==> src/inc/lcdbs_pkg.sv <==
// Shared constants, types and decode helpers for the bias and display buffer.
package lcdbs_pkg;

  localparam int ADDR_W    = 8;
  localparam int DATA_W    = 32;
  localparam int BUF_WORDS = 20;
  localparam int SEG_COUNT = 40;
  localparam int COM_COUNT = 4;
  localparam int NIB_W     = 4;
  localparam int WORD_W    = 8;

  // Byte offsets of the register map.
  localparam logic [ADDR_W-1:0] BIAS_CTRL_OFS = 8'h08;
  localparam logic [ADDR_W-1:0] BUF_BASE_OFS  = 8'h0c;
  localparam logic [ADDR_W-1:0] BUF_END_OFS   = 8'h5c;

  // Field positions inside bias_control.
  localparam int LRT_MSB = 7;
  localparam int LRT_LSB = 5;
  localparam int HRS_BIT = 4;
  localparam int BSI_BIT = 3;

  // Field positions inside a display buffer word.
  localparam int EVEN_LSB = 0;
  localparam int ODD_LSB  = 4;

  localparam logic [WORD_W-1:0] BIAS_RESET = 8'h00;
  localparam logic [WORD_W-1:0] BUF_RESET  = 8'h00;
  localparam logic [2:0]        LRT_OFF    = 3'h0;

  // Default length of one common time slot in core clock cycles.
  localparam int SLOT_CYCLES_DEF = 65536;

  typedef struct packed {
    logic [2:0] lowResistorOnTime;
    logic       highResistorValueSel;
    logic       biasSourceInternal;
  } lcdbs_bias_s;

  typedef enum {BUS_IDLE, BUS_ANSWER} lcdbs_bus_e;

  function automatic logic isBufAddr(input logic [ADDR_W-1:0] a);
    return (a >= BUF_BASE_OFS) && (a < BUF_END_OFS) && (a[1:0] == 2'h0);
  endfunction

  function automatic logic [4:0] bufIndex(input logic [ADDR_W-1:0] a);
    logic [ADDR_W-1:0] d;
    d = a - BUF_BASE_OFS;
    return d[6:2];
  endfunction

endpackage

==> src/logic/lcdbs_slot_timer.sv <==
// Divider that steps the common time slot index.
module lcdbs_slot_timer #(
  parameter int SLOT_CYCLES = lcdbs_pkg::SLOT_CYCLES_DEF
) (
  input  wire logic       core_clk, // System clock.
  input  wire logic       srst,     // Synchronous reset, active high.
  output logic            slotTick, // One-cycle pulse at each slot change.
  output logic [1:0]      slotIdx   // Current common slot, 0 to 3.
);
  import lcdbs_pkg::*;

  localparam int CNT_W = $clog2(SLOT_CYCLES + 1);
  localparam logic [CNT_W-1:0] CNT_LAST = CNT_W'(SLOT_CYCLES - 1);

  logic [CNT_W-1:0] divCnt_r;
  logic [1:0]       slot_r;

  always_ff @(posedge core_clk) begin
    if (srst) begin
      divCnt_r <= '0;
    end else if (divCnt_r == CNT_LAST) begin
      divCnt_r <= '0;
    end else begin
      divCnt_r <= divCnt_r + CNT_W'(1);
    end
  end

  always_ff @(posedge core_clk) begin
    if (srst) begin
      slot_r <= 2'h0;
    end else if (divCnt_r == CNT_LAST) begin
      slot_r <= slot_r + 2'h1;
    end
  end

  assign slotTick = (divCnt_r == CNT_LAST);
  assign slotIdx  = slot_r;
endmodule

==> src/logic/lcdbs_seg_mux.sv <==
// Picks, for every segment, the bit belonging to the active common slot.
module lcdbs_seg_mux (
  input  wire logic [lcdbs_pkg::BUF_WORDS-1:0][lcdbs_pkg::WORD_W-1:0]
                    bufWords,                      // Display buffer words.
  input  wire logic [1:0] slotIdx,                 // Active common slot.
  output logic [lcdbs_pkg::SEG_COUNT-1:0] segLevel // Segment on levels.
);
  import lcdbs_pkg::*;

  always_comb begin
    segLevel = '0;
    for (int k = 0; k < BUF_WORDS; k++) begin
      // Nibble bit n belongs to common line n.
      segLevel[2*k]   = bufWords[k][EVEN_LSB + int'(slotIdx)];
      segLevel[2*k+1] = bufWords[k][ODD_LSB + int'(slotIdx)];
    end
  end
endmodule

==> src/logic/lcdbs_top.sv <==
// Bias control register and display buffer behind an Avalon-MM slave.
//
// What this block does
// - High-resistance bit low picks the lower bleeder value, high the higher.
// - Bias source bit zero uses external resistors, one the internal network.
// - Low-resistance time and high-value bit act only with internal bias.
// - Twenty buffer words; word k holds segment 2k low, 2k+1 high.
// - Each nibble gives one on/off value per common line slot.
// - Last word holds segments 39 high and 38 low; upper bits read zero.
// - Buffer fields read back as written and drive the display directly.
// - Internal bias releases both external bias pins for port use.
//
// Added by the designer: the address map and the Avalon-MM slave port.
module lcdbs_top #(
  parameter int SLOT_CYCLES = lcdbs_pkg::SLOT_CYCLES_DEF
) (
  input  wire logic                           core_clk,        // Clock.
  input  wire logic                           srst,            // Reset.
  input  wire logic [lcdbs_pkg::ADDR_W-1:0]   avs_address,     // Byte addr.
  input  wire logic                           avs_read,        // Read req.
  input  wire logic                           avs_write,       // Write req.
  input  wire logic [lcdbs_pkg::DATA_W-1:0]   avs_writedata,   // Write data.
  input  wire logic [3:0]                     avs_byteenable,  // Lanes.
  output logic      [lcdbs_pkg::DATA_W-1:0]   avs_readdata,    // Read data.
  output logic                                avs_waitrequest, // Stall.
  output lcdbs_pkg::lcdbs_bias_s              biasCfg,         // To bleeder.
  output logic                                biasPinAAttach,  // Pin a tied.
  output logic                                biasPinBAttach,  // Pin b tied.
  output logic [lcdbs_pkg::SEG_COUNT-1:0]     segmentLine,     // Seg levels.
  output logic [lcdbs_pkg::COM_COUNT-1:0]     commonLine       // Slot 1-hot.
);
  import lcdbs_pkg::*;

  // Bus handshake state and registered answer.
  lcdbs_bus_e        busState_r;
  logic              waitReq_r;
  logic [DATA_W-1:0] readData_r;

  // Software-visible storage.
  logic [WORD_W-1:0]                   biasCtrl_r;
  logic [BUF_WORDS-1:0][WORD_W-1:0]    dispBuf_r;

  // Registered outputs toward the analog and pad side.
  lcdbs_bias_s           biasOut_r;
  logic                  padAttach_r;
  logic [SEG_COUNT-1:0]  segOut_r;
  logic [COM_COUNT-1:0]  comOut_r;

  // Decode and internal nets.
  logic              reqActive;
  logic              accept;
  logic              writeAccept;
  logic              hitBias;
  logic              hitBuf;
  logic [4:0]        bufIdx;
  logic [WORD_W-1:0] readWord;
  logic              internalSel;
  lcdbs_bias_s       biasNxt;
  logic [1:0]        slotIdx;
  logic [SEG_COUNT-1:0] segLevel;

  assign reqActive   = avs_read | avs_write;
  assign hitBias     = (avs_address == BIAS_CTRL_OFS);
  assign hitBuf      = isBufAddr(avs_address);
  assign bufIdx      = bufIndex(avs_address);
  // The master samples waitrequest low on this edge; only then does a
  // write land, so a held request is never applied twice.
  assign accept      = reqActive && (busState_r == BUS_ANSWER);
  assign writeAccept = accept && avs_write && avs_byteenable[0];

  // Every access answers after one wait cycle; unmapped reads return zero
  // and unmapped writes are dropped, so software never hangs the bus.
  always_ff @(posedge core_clk) begin
    if (srst) begin
      busState_r <= BUS_IDLE;
    end else begin
      case (busState_r)
        BUS_IDLE: begin
          if (reqActive) begin
            busState_r <= BUS_ANSWER;
          end
        end
        BUS_ANSWER: begin
          busState_r <= BUS_IDLE;
        end
        default: begin
          busState_r <= BUS_IDLE;
        end
      endcase
    end
  end

  always_ff @(posedge core_clk) begin
    if (srst) begin
      waitReq_r <= 1'b1;
    end else if (busState_r == BUS_IDLE && reqActive) begin
      waitReq_r <= 1'b0;
    end else begin
      waitReq_r <= 1'b1;
    end
  end

  always_comb begin
    readWord = '0;
    if (hitBias) begin
      readWord = biasCtrl_r;
    end else if (hitBuf) begin
      readWord = dispBuf_r[bufIdx];
    end
  end

  // Data bits above the low byte always read as zero.
  always_ff @(posedge core_clk) begin
    if (srst) begin
      readData_r <= '0;
    end else if (busState_r == BUS_IDLE && avs_read) begin
      readData_r <= {{(DATA_W-WORD_W){1'b0}}, readWord};
    end
  end

  // Bits 2..0 of the bias control register are reserved and stay zero.
  always_ff @(posedge core_clk) begin
    if (srst) begin
      biasCtrl_r <= BIAS_RESET;
    end else if (writeAccept && hitBias) begin
      biasCtrl_r[LRT_MSB:LRT_LSB] <= avs_writedata[LRT_MSB:LRT_LSB];
      biasCtrl_r[HRS_BIT]         <= avs_writedata[HRS_BIT];
      biasCtrl_r[BSI_BIT]         <= avs_writedata[BSI_BIT];
    end
  end

  // Only the low byte lane carries buffer data.
  always_ff @(posedge core_clk) begin
    if (srst) begin
      dispBuf_r <= {BUF_WORDS{BUF_RESET}};
    end else if (writeAccept && hitBuf) begin
      dispBuf_r[bufIdx] <= avs_writedata[WORD_W-1:0];
    end
  end

  assign internalSel = biasCtrl_r[BSI_BIT];

  // With external bias the internal network is unused, so its settings
  // are forced to their inactive values rather than passed on.
  always_comb begin
    biasNxt.biasSourceInternal   = internalSel;
    biasNxt.highResistorValueSel = 1'b0;
    biasNxt.lowResistorOnTime    = LRT_OFF;
    if (internalSel) begin
      biasNxt.highResistorValueSel = biasCtrl_r[HRS_BIT];
      biasNxt.lowResistorOnTime    = biasCtrl_r[LRT_MSB:LRT_LSB];
    end
  end

  always_ff @(posedge core_clk) begin
    if (srst) begin
      biasOut_r <= '0;
    end else begin
      biasOut_r <= biasNxt;
    end
  end

  // After reset external bias is selected, so the pins start attached.
  always_ff @(posedge core_clk) begin
    if (srst) begin
      padAttach_r <= 1'b1;
    end else begin
      padAttach_r <= ~internalSel;
    end
  end

  lcdbs_slot_timer #(
    .SLOT_CYCLES (SLOT_CYCLES)
  ) u_slot_timer (
    .core_clk (core_clk),
    .srst     (srst),
    .slotTick (),
    .slotIdx  (slotIdx)
  );

  lcdbs_seg_mux u_seg_mux (
    .bufWords (dispBuf_r),
    .slotIdx  (slotIdx),
    .segLevel (segLevel)
  );

  // Segments follow the buffer every cycle, so a write shows on the very
  // next edge instead of waiting for the slot to change.
  always_ff @(posedge core_clk) begin
    if (srst) begin
      segOut_r <= '0;
    end else begin
      segOut_r <= segLevel;
    end
  end

  // Common strobe moves with the slot index, one edge late to stay aligned
  // with the registered segment levels.
  always_ff @(posedge core_clk) begin
    if (srst) begin
      comOut_r <= '0;
    end else begin
      comOut_r <= COM_COUNT'(1) << slotIdx;
    end
  end

  assign avs_readdata    = readData_r;
  assign avs_waitrequest = waitReq_r;
  assign biasCfg         = biasOut_r;
  assign biasPinAAttach  = padAttach_r;
  assign biasPinBAttach  = padAttach_r;
  assign segmentLine     = segOut_r;
  assign commonLine      = comOut_r;

endmodule

==> config.mk <==
export PLATFORM = sky130hd
export DESIGN_NAME = lcdbs_top
export DESIGN_NICKNAME = d
export VERILOG_FILES = /design/src/inc/lcdbs_pkg.sv /design/src/logic/lcdbs_slot_timer.sv /design/src/logic/lcdbs_seg_mux.sv /design/src/logic/lcdbs_top.sv
export SDC_FILE = /design/constraint.sdc
export NUM_CORES = 1
export LEC_CHECK = 0
export ABC_CLOCK_PERIOD_IN_PS = 6500
export BUFFER_PORTS_ARGS = -buffer_cell sky130_fd_sc_hd__buf_4
export CAP_MARGIN = 20
export CORE_MARGIN = 1
export CORE_UTILIZATION = 40
export DETAILED_ROUTE_END_ITERATION = 8
export PLACE_DENSITY = 0.58
export REMOVE_ABC_BUFFERS = 1
export SLEW_MARGIN = 0
export SYNTH_ARGS = -nofsm -noshare
export SYNTH_HDL_FRONTEND = slang
export SYNTH_SLANG_ARGS = --single-unit
==> constraint.sdc <==
create_clock -name core_clk -period 6.5 [get_ports core_clk]
set_input_delay 0.975 -clock core_clk [delete_from_list [all_inputs] [get_ports core_clk]]
set_output_delay 0.975 -clock core_clk [all_outputs]
set_load 0.05 [all_outputs]
Word level (Yosys, flattened, before mapping):

Index checks and enable logic that the tools add are counted.

* register bits after elaboration: 244
* input port bits: 48
* output and inout port bits: 84
* logic and storage cells: 172

* add/subtract/negate cells: 4
* magnitude comparators: 6
* eq/ne operators: 2
* shifts and indexed selects: 1
* mux-type cells: 108
* bitwise gates (word level): 3
* reductions and logical operators: 16

Operator list (count)
* 160-bit bitwise mux: 1
* 32-bit logical NOT: 2
* 1-bit two-way mux: 61
* 1-bit binary-select mux with 3-bit select: 20
* 1-bit binary-select mux with 2-bit select: 20
* 8-bit binary-select mux with 5-bit select: 1
* 8-bit demux with 5-bit select: 1
* 32-bit by 5-bit < comparator with 1-bit output, second input constant: 1
* 8-bit two-way mux: 4
* 17-bit by 1-bit adder with 17-bit output, second input constant: 1
* 17-bit by 16-bit equality test with 1-bit output, second input constant: 1
* 1-bit logical AND: 10
* 8-bit by 4-bit equality test with 1-bit output, second input constant: 1
* 8-bit by 4-bit greater-or-equal comparator with 1-bit output, second input constant: 1
* 8-bit by 7-bit < comparator with 1-bit output, second input constant: 1
* 7-bit by 4-bit subtractor with 7-bit output, second input constant: 1
* 5-bit by 6-bit < comparator with 1-bit output, second input constant: 1
* 2-bit OR reduction: 3
* 5-bit by 1-bit greater-or-equal comparator with 1-bit output, second input constant: 1
* 3-bit by 2-bit adder with 4-bit output, first input constant: 1
* 2-bit by 4-bit < comparator with 1-bit output, second input constant: 1
* 1-bit by 2-bit << shifter with 4-bit output, first input constant: 1
* 2-bit by 1-bit adder with 2-bit output, second input constant: 1
* 2-bit logical NOT: 1
* other kinds (2): 3

Longest topological paths before layout:

* depth in word-level cells: 6
* mapped depth: 11
* mapped depth without buffers: 8

Hierarchy:

A second synthesis with hierarchy kept.

* cells, all modules: 1055
* area, all modules: 11721.2 sq um

By module, submodules not included
* lcdbs_top: times used 1, cells each 911, area each 9844.4 sq um, seq. area each 4504.3 sq um
* lcdbs_seg_mux: times used 1, cells each 49, area each 1012.2 sq um, seq. area each 0.0 sq um
* lcdbs_slot_timer: times used 1, cells each 95, area each 864.6 sq um, seq. area each 380.4 sq um

Worst setup path after synthesis:

OpenSTA, ideal clock, no wires.

* path kind: input port to flip-flop
* start: in avs_address[2] (netlist bit)
* end: reg readData_r[0], in the netlist avs_readdata[0]
* setup time: 0.135 ns
* data arrival time: 3.363 ns
* required time: 6.365 ns
* setup slack: 3.002 ns
* cell stages on the path: 10
* buffers on the path: 5
* cells stage by stage: buf_4 -> buf_2 -> clkinv_1 -> ha_1 -> buf_2 -> buf_1 -> buf_2 -> mux4_2 -> mux2i_1 -> o211ai_1

* longest elaborated chain between the ends: 5
* elaborated cells on any way between the ends: 10
* those cells by class: 1 x add/sub; 2 x order compare; 1 x eq/ne; 4 x mux; 2 x reduce/logical

Ends and longest elaborated chain
* start: declaration: RTL line lcdbs_top.sv:19 `input wire logic [lcdbs_pkg::ADDR_W-1:0] avs_address,`
* 7-bit by 4-bit subtractor with 7-bit output, or another cell as far along: RTL line lcdbs_pkg.sv:48 `d = a - BUF_BASE_OFS;`
* 8-bit binary-select mux with 5-bit select or 1-bit logical AND (tied branches): RTL line lcdbs_top.sv:108, lcdbs_pkg.sv:43
* 8-bit two-way mux (implied by the code) or 1-bit logical AND (tied branches): RTL line lcdbs_top.sv:108, lcdbs_pkg.sv:43
* 8-bit two-way mux: RTL line lcdbs_top.sv:107 `end else if (hitBuf) begin`
* 8-bit two-way mux *: RTL line lcdbs_top.sv:105 `if (hitBias) begin`
* end signal: assignment: RTL line lcdbs_top.sv:117 `readData_r <= {{(DATA_W-WORD_W){1'b0}}, readWord};`
* end: declaration: RTL line lcdbs_top.sv:37 `logic [DATA_W-1:0] readData_r;`

Every way passes the cells marked *; elsewhere a longest branch is shown, timed or not. The select of a mux whose other input is x is not followed.
A chain may end at the register's enable or synchronous reset.

Worst setup path after layout:

* start: in avs_address[2] (netlist bit)
* end: reg readData_r[6], in the netlist avs_readdata[6]

The elaborated chain is that of the path after synthesis.

==> out/metrics.yaml <==
status: "finished, final reports clean"
first_pass_iters: 5
clkSinkCount: 244
place_hpwl_um: 18300
numPortBuffers: 80
synth.area.top_cells: "dfxtp_1, mux2i_1, mux4_2"
min_period_ns: 3.48
drt_iter0_markers: 609
clk_path_buf_depth: 3
synth.most_common_cell: "dfxtp_1"
cts_resized: 0
synth_cell_types: 55
relSlewSlack: 0.380
finClkSkew_ns: 0.0342
synth-seq-cells: 244
power_leakage_nw: 5.74
cts_setup_buffers: 0
setup-tns-final_ns: 0
seq_area_frac_synth: 0.445
critPathKind: "input port to flip-flop"
required_ns: 6.91
synth_top_area_frac: 0.445
holdWs_ns: 0.450
tightest_slew_ns: 0.931
endpoint_kind: "flip-flop"
syn-cell-area_um2: 11000
ir_worst_vdd_mv: 0.172
synth_cells: 1072
hold_class: "flip-flop to flip-flop"
synth_top_flop_cell: "dfxtp_1"
initial_core_util: 0.408
hold_viol_final: 0
diodes: 0
num_rows: 60
synth_edf_count: 0
yosys.area.top_type: "dfxtp_1"
cts_root_buffer: "clkbuf_16"
globalplace.congestion: 0.809
cts-buffers-inserted: 27
grt_max_degree: 75
fp.dieH_um: 168
pre_cts_slack_ns: 2.47
syn_to_final_growth_pct: 15.1
drive_gt1_frac: 0.179
num_vias: 7978
coreArea_um2: 27000
async_reset_ff_frac: 0
grt_use_total: 0.206
setup_ws_ns: 3.02
rsz0062_at_grt: "false"
finalCritPeriodShare: 0.536
via_per_inst: 5.43
grt.overflow.total: 0
die_area_um2: 28100
power_mw: 3.34
top_level_ports: 132
maxCapViolCount: 0
grt_pass1_wl_um: 45700
syn_area_per_cell_um2: 10.2
routed_wl_um: 28800
grt_pass1_vias: 8011
critPathLaunchType: "input port"
setup_violations: 0
drcViolationCount: 0
path_max_fanout: 28
clk_latency_ns: 0.55
postCtsHoldBufs: 0
synthTopCellsByCount: "dfxtp_1, mux2i_1, nor2_1, a22oi_1"
final-max-slew-violation-count: 0
placed_area_um2: 11700
final_area_um2: 12600
crit_arrival_ns: 3.89
antenna_found_initial: 0
routedWlPerCell_um: 19.6
cts_tree: "yes"
h-tree-depth: 1
synth-warning-count: 0
fin_nets: 1162
antenna_left: 0
die_w_um: 168
fmax_mhz: 287
clk_pin_slew_ns: 0.06
power.density_nw_per_um2: 265
-- routing by layer --
metal  share of wire  vias to the layer above  track usage
li1                -                     3824            -
met1            0.46                     3900        0.285
met2            0.46                      214        0.333
met3           0.052                       40       0.0295
met4           0.020                        0       0.0602
met5               0                        -            0
-- sequential cells by signal, summed over array words and instances, names as in the netlist --
signal	cells
biasPinAAttach	1
dispBuf_r	160
busState_r	1
u_slot_timer.slotIdx	2
avs_readdata	8
u_slot_timer.divCnt_r	17
biasCfg	5
segmentLine	40
avs_waitrequest	1
commonLine	4
biasCtrl_r	5
-- path summary, 6_finish.rpt --
kind / start / to / slack (ns) / depth (start not counted)
max: avs_address[2] / avs_readdata[6] / 3.02 / 9
min: u_slot_timer.divCnt_r[0] / u_slot_timer.divCnt_r[0] / 0.45 / 1
max reg2reg: busState_r[0] / dispBuf_r[147] / 3.99 / 5
min reg2reg: u_slot_timer.divCnt_r[0] / u_slot_timer.divCnt_r[0] / 0.45 / 1
-- power breakdown --
group          switching, mW  total (mW)  internal, mW
Clock                  0.625        1.64          1.01
Combinational          0.151       0.205        0.0542
Sequential           0.00336        1.50          1.50
-- through the flow --
step	std cells	util
2_1_floorplan	989	-
3_3_place_gp	1419	0.433
3_5_place_dp	1419	0.433
4_1_cts	1469	0.469
5_1_grt	1470	0.469
6_report	1470	0.469
-- critical path, cell delays in order --
cell and delay, ns:
buf_4 0.12, clkinv_1 0.31, ha_2 1.07, buf_4 0.39
mux4_2 0.34, nand2_1 0.09, nand2_1 0.15, a221oi_1 0.36
nor3_1 0.07
-- cells in the final DEF (no fill, tap or decap), drive strengths merged, types with 24 or more instances in the layout --
cell type and instances:
clkbuf 37, nand2 61, dfxtp 244, mux2i 179
nand3 25, buf 89, nand2b 46, a22oi 80
nor2 163, mux4 37, conb 24
-- cell families (layout without fill, tap and decap cells) --
| logic type | after synthesis | in the layout | synth area share |
|---|---|---|---|
| simple gates | 335 | 335 | 0.140 |
| flops | 244 | 244 | 0.445 |
| mux | 217 | 217 | 0.240 |
| compound gates | 134 | 134 | 0.102 |
| buf+inv | 117 | 151 | 0.0513 |
| xor+xnor | 18 | 18 | 0.0150 |
| fa+ha+maj | 6 | 6 | 0.00683 |
| other cells | 1 | 24 | 0.000341 |
-- layout make-up --
type                       count  area (um^2)
sequential                   244         4880
multi-input combinational    734         5640
inverter                      11         41.3
clock inverter                14          186
fill                        2558        14300
tap                          341          427
timing repair buffer          90          673
clock buffer                  36          790
Note: power is estimated with default switching activity, not from simulation.
